File: config.mk
export PLATFORM = sky130hd
export DESIGN_NAME = swt_top
export DESIGN_NICKNAME = d
export VERILOG_FILES = /design/src/swt_pkg.sv /design/src/swt_top.sv /design/src/swt_counter.sv
export SDC_FILE = /design/constraint.sdc
export NUM_CORES = 1
export LEC_CHECK = 0
export BUFFER_PORTS_ARGS = -buffer_cell sky130_fd_sc_hd__buf_2
export CAP_MARGIN = 20
export CORE_MARGIN = 2
export CORE_UTILIZATION = 43
export DETAILED_ROUTE_END_ITERATION = 7
export GPL_TIMING_DRIVEN = 0
export PLACE_DENSITY = 0.61
export SLEW_MARGIN = 20
export SYNTH_ARGS = -nofsm -noshare
export SYNTH_HDL_FRONTEND = slang
export SYNTH_SLANG_ARGS = --single-unit
File: constraint.sdc
create_clock -name ref_clk -period 2.88 [get_ports ref_clk]
set_input_delay 0.144 -clock ref_clk [delete_from_list [all_inputs] [get_ports ref_clk]]
set_output_delay 0.144 -clock ref_clk [all_outputs]
set_load 0.01 [all_outputs]
File: src/swt_pkg.sv
// constants, offsets and types for the slow wake timer pair
package swt_pkg;
  localparam int NUM_TIMERS = 2;
  localparam int CNT_W = 41;
  localparam int ADDR_W = 8;
  localparam int DATA_W = 32;
  localparam int HI_W = CNT_W - DATA_W;
  localparam int NUM_SRC = 2;

  // timer selection indices
  localparam int SLOW_TIMER_INDEX_ZERO = 0;
  localparam int SLOW_TIMER_INDEX_ONE = 1;

  // rollover value after passing zero
  localparam logic [CNT_W-1:0] CNT_RELOAD = 41'h1f_ffff_ffff;
  localparam logic [CNT_W-1:0] CNT_RESET = 41'h000_0000_0000;

  // nominal slow clock and system clock rates in hertz
  localparam int SLOW_CLK_HZ = 32000;
  localparam int SYS_CLK_HZ = 200000000;

  // global register byte offsets
  localparam logic [ADDR_W-1:0] REG_ACTIVE = 8'h00;
  localparam logic [ADDR_W-1:0] REG_FIRED = 8'h04;
  localparam logic [ADDR_W-1:0] REG_IRQ_MASK = 8'h08;
  localparam logic [ADDR_W-1:0] REG_CLK_SEL = 8'h0c;
  // per timer block: base + index * stride
  localparam logic [ADDR_W-1:0] TMR_BASE = 8'h10;
  localparam logic [ADDR_W-1:0] TMR_STRIDE = 8'h10;
  localparam logic [3:0] TMR_COUNT_LO = 4'h0;
  localparam logic [3:0] TMR_START_HI = 4'h4;
  localparam logic [3:0] TMR_CFG = 4'h8;
  localparam logic [3:0] TMR_CMD = 4'hc;

  // field positions
  localparam int CFG_IEN_BIT = 0;
  localparam int CMD_START_BIT = 0;
  localparam int CMD_STOP_BIT = 1;
  localparam int CLK_SEL_BIT = 0;

  // reset values
  localparam logic [NUM_TIMERS-1:0] IRQ_MASK_RESET = 2'h3;
  localparam logic CLK_SEL_RESET = 1'b0;
  localparam logic IEN_RESET = 1'b0;
  localparam logic [DATA_W-1:0] DATA_ZERO = 32'h0000_0000;

  typedef enum logic [1:0] {
    SWT_IDLE = 2'b01,
    SWT_RUN = 2'b10
  } swt_run_state_t;
endpackage

File: src/swt_top.sv
// slow wake timer pair with wishbone register access
// Functional notes
// - two timers, index zero or one, 41 bits
// - counters advance once per slow clock cycle
// - timers count while processor runs too
// - slow clock source selection kept through sleep
// - per-timer interrupt enable raises request on timeout
// - writing enable control halts running timer
// - new enable applies from next start
// - enabled expiry during sleep gives wake event
// - disabled expiry during sleep never wakes
// - interrupt leaves on system controller source
// - start loads tick count and runs
// - count read returns lower 32 bits
// - stop halts counter, raises no interrupt
// - count down, fire at zero, reload, continue
// - fired flags per timer, cleared by read
// - active flag stays set after rollover
//
// The Wishbone slave port and the address map were chosen for this implementation.
module swt_top #(
  parameter int NUM_TIMERS = swt_pkg::NUM_TIMERS,
  parameter int CNT_W = swt_pkg::CNT_W
) (
  input wire logic ref_clk,
  input wire logic resetn,
  input wire logic wb_cyc,
  input wire logic wb_stb,
  input wire logic wb_we,
  input wire logic [swt_pkg::ADDR_W-1:0] wb_adr,
  input wire logic [3:0] wb_sel,
  input wire logic [swt_pkg::DATA_W-1:0] wb_wdat,
  output logic [swt_pkg::DATA_W-1:0] wb_rdat,
  output logic wb_ack,
  input wire logic slow_clk_rc,
  input wire logic slow_clk_xtal,
  input wire logic sleep_mode,
  output logic sysctrl_irq,
  output logic wake_event
);
  import swt_pkg::*;

  logic ack_q;
  logic [DATA_W-1:0] rdat_q;
  logic [DATA_W-1:0] rdat_d;
  logic req;
  logic wr;
  logic rd;
  logic glb_hit_fired;
  logic sel_active;
  logic sel_fired;
  logic sel_mask;
  logic sel_clk;
  logic [NUM_TIMERS-1:0] tmr_hit;
  logic [NUM_TIMERS-1:0] irq_fire;
  logic [NUM_SRC-1:0] src_pin;
  logic [2:0] sync_q [NUM_SRC];
  logic [NUM_SRC-1:0] lvl_q;
  logic lvl_prev_q;
  logic slow_tick;
  logic clk_sel_q;
  logic [NUM_TIMERS-1:0] mask_q;
  logic [NUM_TIMERS-1:0] fired_q;
  logic [NUM_TIMERS-1:0] irq_pend_q;
  logic [NUM_TIMERS-1:0] active;
  logic [NUM_TIMERS-1:0] fire;
  logic [NUM_TIMERS-1:0] ien_run_q;
  logic [NUM_TIMERS-1:0] ien_cfg_q;
  logic [CNT_W-1:0] count [NUM_TIMERS];
  logic [CNT_W-1:0] start_val_q [NUM_TIMERS];
  logic wake_q;

  function automatic logic [DATA_W-1:0] merge_bytes(
    input logic [DATA_W-1:0] old_val,
    input logic [DATA_W-1:0] new_val,
    input logic [3:0] sel
  );
    logic [DATA_W-1:0] res;
    res = old_val;
    for (int b = 0; b < 4; b++) begin
      if (sel[b]) begin
        res[b*8 +: 8] = new_val[b*8 +: 8];
      end
    end
    return res;
  endfunction

  // bus request decode
  assign req = wb_cyc && wb_stb && !ack_q;
  assign wr = req && wb_we;
  assign rd = req && !wb_we;

  // global register selects
  assign sel_active = (wb_adr == REG_ACTIVE);
  assign sel_fired = (wb_adr == REG_FIRED);
  assign sel_mask = (wb_adr == REG_IRQ_MASK);
  assign sel_clk = (wb_adr == REG_CLK_SEL);
  assign glb_hit_fired = rd && sel_fired;
  assign wb_ack = ack_q;
  assign wb_rdat = rdat_q;

  // ack one cycle after request, dropped the next
  always_ff @(posedge ref_clk or negedge resetn) begin
    if (!resetn) begin
      ack_q <= 1'b0;
    end else begin
      ack_q <= req;
    end
  end

  // slow clock pins through three flops each
  assign src_pin[0] = slow_clk_rc;
  assign src_pin[1] = slow_clk_xtal;

  for (genvar s = 0; s < NUM_SRC; s++) begin : g_sync
    always_ff @(posedge ref_clk or negedge resetn) begin
      if (!resetn) begin
        sync_q[s] <= 3'h0;
      end else begin
        sync_q[s] <= {sync_q[s][1:0], src_pin[s]};
      end
    end

    // level accepted once second and third stage agree
    always_ff @(posedge ref_clk or negedge resetn) begin
      if (!resetn) begin
        lvl_q[s] <= 1'b0;
      end else if (sync_q[s][1] == sync_q[s][2]) begin
        lvl_q[s] <= sync_q[s][2];
      end
    end
  end

  // rising edge of the selected slow clock
  always_ff @(posedge ref_clk or negedge resetn) begin
    if (!resetn) begin
      lvl_prev_q <= 1'b0;
    end else begin
      lvl_prev_q <= lvl_q[clk_sel_q];
    end
  end

  assign slow_tick = lvl_q[clk_sel_q] && !lvl_prev_q;

  // source selection; sleep never touches it
  always_ff @(posedge ref_clk or negedge resetn) begin
    if (!resetn) begin
      clk_sel_q <= CLK_SEL_RESET;
    end else if (wr && sel_clk && wb_sel[0]) begin
      clk_sel_q <= wb_wdat[CLK_SEL_BIT];
    end
  end

  // interrupt mask
  always_ff @(posedge ref_clk or negedge resetn) begin
    if (!resetn) begin
      mask_q <= IRQ_MASK_RESET;
    end else if (wr && sel_mask && wb_sel[0]) begin
      mask_q <= wb_wdat[NUM_TIMERS-1:0];
    end
  end

  // per-timer registers and counter
  for (genvar i = 0; i < NUM_TIMERS; i++) begin : g_tmr
    localparam logic [ADDR_W-1:0] BASE = ADDR_W'(TMR_BASE + i * TMR_STRIDE);
    logic hit;
    logic wr_lo;
    logic wr_hi;
    logic wr_cfg;
    logic wr_cmd;
    logic start;
    logic stop;
    logic halt;
    logic [DATA_W-1:0] lo_merged;
    logic [DATA_W-1:0] hi_merged;

    assign hit = (wb_adr[ADDR_W-1:4] == BASE[ADDR_W-1:4]);
    assign wr_lo = wr && hit && (wb_adr[3:0] == TMR_COUNT_LO);
    assign wr_hi = wr && hit && (wb_adr[3:0] == TMR_START_HI);
    assign wr_cfg = wr && hit && (wb_adr[3:0] == TMR_CFG) && wb_sel[0];
    assign wr_cmd = wr && hit && (wb_adr[3:0] == TMR_CMD) && wb_sel[0];
    assign start = wr_cmd && wb_wdat[CMD_START_BIT];
    assign stop = wr_cmd && wb_wdat[CMD_STOP_BIT] && !start;
    assign halt = stop || (wr_cfg && active[i]);
    assign tmr_hit[i] = hit;

    // byte-lane merge of the start count words
    assign lo_merged = merge_bytes(start_val_q[i][DATA_W-1:0], wb_wdat, wb_sel);
    assign hi_merged = merge_bytes(DATA_W'(start_val_q[i][CNT_W-1:DATA_W]), wb_wdat, wb_sel);

    // expiry that may raise a request
    assign irq_fire[i] = fire[i] && ien_run_q[i];

    // start tick count held for the next start
    always_ff @(posedge ref_clk or negedge resetn) begin
      if (!resetn) begin
        start_val_q[i] <= CNT_RESET;
      end else if (wr_lo) begin
        start_val_q[i][DATA_W-1:0] <= lo_merged;
      end else if (wr_hi) begin
        start_val_q[i][CNT_W-1:DATA_W] <= hi_merged[HI_W-1:0];
      end
    end

    // expiry_irq_enable as written by software
    always_ff @(posedge ref_clk or negedge resetn) begin
      if (!resetn) begin
        ien_cfg_q[i] <= IEN_RESET;
      end else if (wr_cfg) begin
        ien_cfg_q[i] <= wb_wdat[CFG_IEN_BIT];
      end
    end

    // enable captured only at start
    always_ff @(posedge ref_clk or negedge resetn) begin
      if (!resetn) begin
        ien_run_q[i] <= IEN_RESET;
      end else if (start) begin
        ien_run_q[i] <= ien_cfg_q[i];
      end
    end

    swt_counter #(
      .CNT_W(CNT_W),
      .RELOAD(CNT_RELOAD)
    ) u_cnt (
      .ref_clk(ref_clk),
      .resetn(resetn),
      .tick(slow_tick),
      .load(start),
      .load_val(start_val_q[i]),
      .halt(halt),
      .count_q(count[i]),
      .active(active[i]),
      .fire_q(fire[i])
    );

    // fired flag: set always, cleared by read, set wins
    always_ff @(posedge ref_clk or negedge resetn) begin
      if (!resetn) begin
        fired_q[i] <= 1'b0;
      end else begin
        fired_q[i] <= (fired_q[i] && !glb_hit_fired) || fire[i];
      end
    end

    // interrupt pending only with captured enable
    always_ff @(posedge ref_clk or negedge resetn) begin
      if (!resetn) begin
        irq_pend_q[i] <= 1'b0;
      end else begin
        irq_pend_q[i] <= (irq_pend_q[i] && !glb_hit_fired) || irq_fire[i];
      end
    end
  end

  // interrupt on the system controller source
  assign sysctrl_irq = |(irq_pend_q & mask_q);

  // wake event pulse for enabled expiry during sleep
  always_ff @(posedge ref_clk or negedge resetn) begin
    if (!resetn) begin
      wake_q <= 1'b0;
    end else begin
      wake_q <= sleep_mode && |irq_fire;
    end
  end

  assign wake_event = wake_q;

  // read data mux
  always_comb begin
    rdat_d = DATA_ZERO;
    if (sel_active) begin
      rdat_d[NUM_TIMERS-1:0] = active;
    end else if (sel_fired) begin
      rdat_d[NUM_TIMERS-1:0] = fired_q;
    end else if (sel_mask) begin
      rdat_d[NUM_TIMERS-1:0] = mask_q;
    end else if (sel_clk) begin
      rdat_d[CLK_SEL_BIT] = clk_sel_q;
    end else begin
      for (int t = 0; t < NUM_TIMERS; t++) begin
        if (tmr_hit[t]) begin
          case (wb_adr[3:0])
            TMR_COUNT_LO: rdat_d = count[t][DATA_W-1:0];
            TMR_START_HI: rdat_d[HI_W-1:0] = start_val_q[t][CNT_W-1:DATA_W];
            TMR_CFG: rdat_d[CFG_IEN_BIT] = ien_cfg_q[t];
            TMR_CMD: rdat_d[CMD_START_BIT] = active[t];
            default: rdat_d = DATA_ZERO;
          endcase
        end
      end
    end
  end

  // read data registered with the ack
  always_ff @(posedge ref_clk or negedge resetn) begin
    if (!resetn) begin
      rdat_q <= DATA_ZERO;
    end else if (rd) begin
      rdat_q <= rdat_d;
    end
  end
endmodule

File: src/swt_counter.sv
// one 41-bit down-counter of the wake timer pair
module swt_counter #(
  parameter int CNT_W = swt_pkg::CNT_W,
  parameter logic [CNT_W-1:0] RELOAD = swt_pkg::CNT_RELOAD
) (
  input wire logic ref_clk,
  input wire logic resetn,
  input wire logic tick,
  input wire logic load,
  input wire logic [CNT_W-1:0] load_val,
  input wire logic halt,
  output logic [CNT_W-1:0] count_q,
  output logic active,
  output logic fire_q
);
  import swt_pkg::*;

  swt_run_state_t state_q;
  logic at_zero;

  assign at_zero = (count_q == '0);
  assign active = (state_q == SWT_RUN);

  // run state
  always_ff @(posedge ref_clk or negedge resetn) begin
    if (!resetn) begin
      state_q <= SWT_IDLE;
    end else begin
      case (state_q)
        SWT_IDLE: begin
          if (load) begin
            state_q <= SWT_RUN;
          end
        end
        SWT_RUN: begin
          if (load) begin
            state_q <= SWT_RUN;
          end else if (halt) begin
            state_q <= SWT_IDLE;
          end
        end
        default: begin
          state_q <= SWT_IDLE;
        end
      endcase
    end
  end

  // count down on each slow tick, roll over at zero
  always_ff @(posedge ref_clk or negedge resetn) begin
    if (!resetn) begin
      count_q <= '0;
    end else if (load) begin
      count_q <= load_val;
    end else if (active && tick) begin
      if (at_zero) begin
        count_q <= RELOAD;
      end else begin
        count_q <= count_q - 1'b1;
      end
    end
  end

  // fire pulse; state stays running after rollover
  always_ff @(posedge ref_clk or negedge resetn) begin
    if (!resetn) begin
      fire_q <= 1'b0;
    end else begin
      fire_q <= active && tick && at_zero && !load && !halt;
    end
  end
endmodule

==> parameters.txt <==
Parameter                              Value

Placed design
  Number of placed instances with taps included    approximately 1600
  Weighted congestion at the end of routability-driven global placement    around 0.97
  Placement Cell Area    between 10000 and 15000 sq um
  Number of buffers inserted by port buffering    85
  Detail Placement HPWL    28600 microns

Detailed routing
  Met3 WL post-DR    between 3000 and 4000 microns
  DR pass1 iterations    7
  Detailed-routing wirelength on met1    roughly 18000 microns
  Max layer used    met4
  Wirelength per Cell    between 20 and 25 microns
  Total length of routed met2 wires    17200 microns
  Total wire length after detailed routing    between 30000 and 40000 microns
  Mean number of vias per cell    6.27
  Antenna Violating Nets Remaining    0
  DR DRC count    13
  Number of vias in the routed layout    10500
  Iter 0 DRT Violations    1253

Setup path
  Reg-to-reg setup timing slack    120 ps
  Kind of start point of the critical path    flip-flop
  Arrival time reported for the critical path endpoint    around 3200 ps
  Worst flop-to-flop path startpoint    g_tmr[1].u_cnt.count_q[29]
  Type of destination of the critical path    flip-flop
  Largest fanout on the critical path    9
  Data required time at the worst endpoint    between 3000 and 4000 ps
  Capture point of the worst reg-to-reg path    g_tmr[1].u_cnt.count_q[35]
  Worst r2r path cells    7
  Critical setup path kind    reg2reg

Cells and area
  Final Instance Count excl. Fillers    1669
  Fraction of final layout cells sized beyond drive strength 1    0.205
  Register area    ~5600 sq um
  Final Core Density    0.529
  Final net count    approximately 1400
  Design area    between 10000 and 15000 sq um
  Synth-to-layout area growth    20.7%
  Area of combinational cells with multiple inputs    approximately 5600 sq um
  # fillers    ~2400
  Antenna cell count    0

Floorplan
  Io pins    between 80 and 90
  Die Height    around 170 microns
  Starting Density    0.438
  Standard-cell rows    just under 60
  Core box area    between 20000 and 30000 sq um
  Die width    around 170 microns
  Total die area    ~28000 sq um

Timing
  Post-route fraction of the period consumed by the critical path    0.959
  Min Tclk post-route    2760 ps
  Worst Max-Slew Pin Slew    about 1200 ps
  Setup repair after global routing missed its margin    false
  Final Hold Viols    0
  Setup clock skew after layout    approximately 17 ps
  Final setup violation count    0
  Normalized max-slew margin    0.202
  Max Clock Freq    around 0.36 GHz
  Final-layout setup total negative slack    0 ps
  Total count of max-transition violations in the final report    0

Synth
  Most instantiated cells after synthesis    sky130_fd_sc_hd__dfrtp_1 (220), sky130_fd_sc_hd__nand2_1 (120), sky130_fd_sc_hd__o21ai_0 (100), sky130_fd_sc_hd__mux2_2 (89), sky130_fd_sc_hd__nor2_1 (71)
  XOR/XNOR share of the synthesized area    0.0184
  Compound-gate portion of the synthesized area    0.164
  Post-synthesis instance area    11400 sq um
  Synth area leader    sky130_fd_sc_hd__dfrtp_1
  Net count after synthesis    approximately 1200
  Post-synthesis async set-or-reset flop share    1.00
  Cells after synthesis    1144
  Synth top area share    0.481
  Multiplexer share of the synthesized area    0.0939
  Biggest area contributors in the synthesized netlist    sky130_fd_sc_hd__dfrtp_1 (48%), sky130_fd_sc_hd__mux2_2 (8.8%), sky130_fd_sc_hd__o21ai_0 (4.4%), sky130_fd_sc_hd__nand2_1 (3.9%), sky130_fd_sc_hd__a22oi_1 (2.4%)
  Per-instance average area after synthesis    approximately 10 sq um
  Post-synthesis sequential element count    224
  Number of enable flip-flop cells after synthesis    0
  Post-synthesis sequential area ratio    0.490
  Top_reg_cell synth    sky130_fd_sc_hd__dfrtp_1
  Basic-gate share of the synthesized area counting and, or, nand and nor cells    0.197
  Post-synth cell types    77
  Most common cell in the synthesized netlist    sky130_fd_sc_hd__dfrtp_1
  Syn. warnings    0
  Main combinational cell family by area after synthesis    simple AND/OR/NAND/NOR gates
  Adder and majority gate portion of the synthesized area    0.00831

Power and ir drop
  Leak    between 5 and 6 nW
  Portion of total power attributed to the clock network    0.483
  PwrDens    between 400 and 500 nW/um^2
  Internal power    around 5.2 mW
  Switching share of power    0.227
  Combinational group share of total power    0.045
  Post-layout power    roughly 6.8 mW
  Reg power frac    0.472
  Worst vdd rail ir drop    0.000392 V
  NetSw    1.54 mW

Hold path
  Hold_sp    wb_wdat[1]
  Hold Crit Endpoint    start_val_q[74]
  Type of the worst min-delay path    in2reg
  Number of cells traversed by the worst hold path    2

Clock tree
  Root buf cell    sky130_fd_sc_hd__clkbuf_16
  Number of H-tree branching levels    1
  CTS clock-pin slew for the worst setup and hold paths    60 ps
  Clk sinks    between 200 and 250
  TritonCTS clock tree    done
  Clock buffer count from CTS    27
  Maximum clock insertion buffer count    3
  Clock Latency Late Sink    ~540 ps

Global route
  Total grt overflow    0
  All-layer global routing usage    0.283
  Via count of the first global-routing pass    a little over 10000
  Antenna violations before repair    0
  Maximum number of pins on one net before global-route repair    88
  Global-route wire length before repair    slightly above 60000 microns

Job
  Number of maximum-capacitance violations    0

Outcome
  Failing checks    design-rule violations
  Status    complete, but fails checks
[layout by cell type, fill, tap and decap left out, drive strengths merged, types with 6 or more instances in the layout]
cell type / n
and4: 9
dlygate4sd3: 37
nor3: 36
buf: 113
nand2b: 7
xnor2: 12
o32ai: 9
xor2: 12
inv: 21
a41o: 8
a31oi: 12
nand4: 27
and3: 11
nand2: 120
dfrtp: 220
o31ai: 11
or4: 15
o22ai: 16
a22o: 15
o21ai: 101
a21oi: 35
nand3: 24
clkbuf: 102
nor2: 71
or3: 21
a22oi: 36
mux2: 89
o41ai: 6
nor4: 46
and2: 11
ha: 6
[sequential cells by signal (all words and copies together), names as in the netlist]
name	count
g_tmr.u_cnt.count_q	82
start_val_q	82
wb_rdat	32
sync_q	6
g_tmr.u_cnt.state_q	4
fired_q	2
g_tmr.u_cnt.fire_q	2
ien_cfg_q	2
ien_run_q	2
irq_pend_q	2
lvl_q	2
mask_q	2
clk_sel_q	1
lvl_prev_q	1
wake_event	1
wb_ack	1
[final cells by class]
class | instances | area share
clock inverter | 2 | 0.000996
multi-input combinational | 836 | 0.406
timing repair buffer | 141 | 0.0713
sequential | 224 | 0.406
buffer | 64 | 0.0191
tap | 335 | 0.0303
clock buffer | 47 | 0.0608
inverter | 20 | 0.00543
[stage by stage]
step                hold slack, ps  worst slack, ps
detailed placement             127             -456
finish                        24.6              119
floorplan                     -152              300
global placement               253            -2370
CTS                           7.76             4.86
global route                  4.85            0.544
[critical path, cell delays in order (launching register included)]
cell	delay, ps
sky130_fd_sc_hd__dfrtp_1	450
sky130_fd_sc_hd__or4_1	540
sky130_fd_sc_hd__buf_2	170
sky130_fd_sc_hd__or4_1	420
sky130_fd_sc_hd__buf_6	170
sky130_fd_sc_hd__o41ai_4	580
sky130_fd_sc_hd__nor4_1	120
sky130_fd_sc_hd__o31ai_1	220
[repair_timing]
action / CTS / global route
gates resized for setup: 5 / 17
endpoints found under the setup margin: 57 / 71
cloned: 0 / 0
hold buffers: 37 / 0
pin swaps: 4 / 5
buffers inserted: 3 / 13
endpoints found under the hold margin: 144 / 0
[worst max path at each step]
stage,start,to
2_1_floorplan,g_tmr[1].u_cnt.count_q[29],g_tmr[1].u_cnt.count_q[39]
3_3_place_gp,resetn,start_val_q[44]
3_5_place_dp,wb_adr[5],g_tmr[0].u_cnt.count_q[17]
4_1_cts,wb_ack,g_tmr[0].u_cnt.count_q[17]
5_1_grt,g_tmr[1].u_cnt.count_q[9],g_tmr[1].u_cnt.count_q[13]
6_report,g_tmr[1].u_cnt.count_q[29],g_tmr[1].u_cnt.count_q[35]
[power groups by stage]
stage | logic [mW] | registers, mW | clock network [mW]
after floorplan | 0.0792 | 3.25 | 0
after global placement | 0.253 | 3.26 | 0
after detailed placement | 0.268 | 3.26 | 0
after CTS | 0.308 | 3.20 | 3.33
after global routing | 0.335 | 3.20 | 3.45
final | 0.307 | 3.20 | 3.27
[per-layer routing]
metal,track usage,up-vias
met5,0,-
met4,0.102,0
met3,0.0331,100
met2,0.431,524
met1,0.419,5186
li1,-,4659
[cell families (layout without fill, tap and decap cells)]
logic type,after synthesis,in the layout
adder cells (fa/ha/maj),8,8
multiplexers,95,95
AND/OR/NAND/NOR,425,425
buffers and inverters,84,274
AO/OA/AOI/OAI,284,284
flip-flops,224,224
XOR/XNOR,24,24
(Power assumes the default switching activity.)
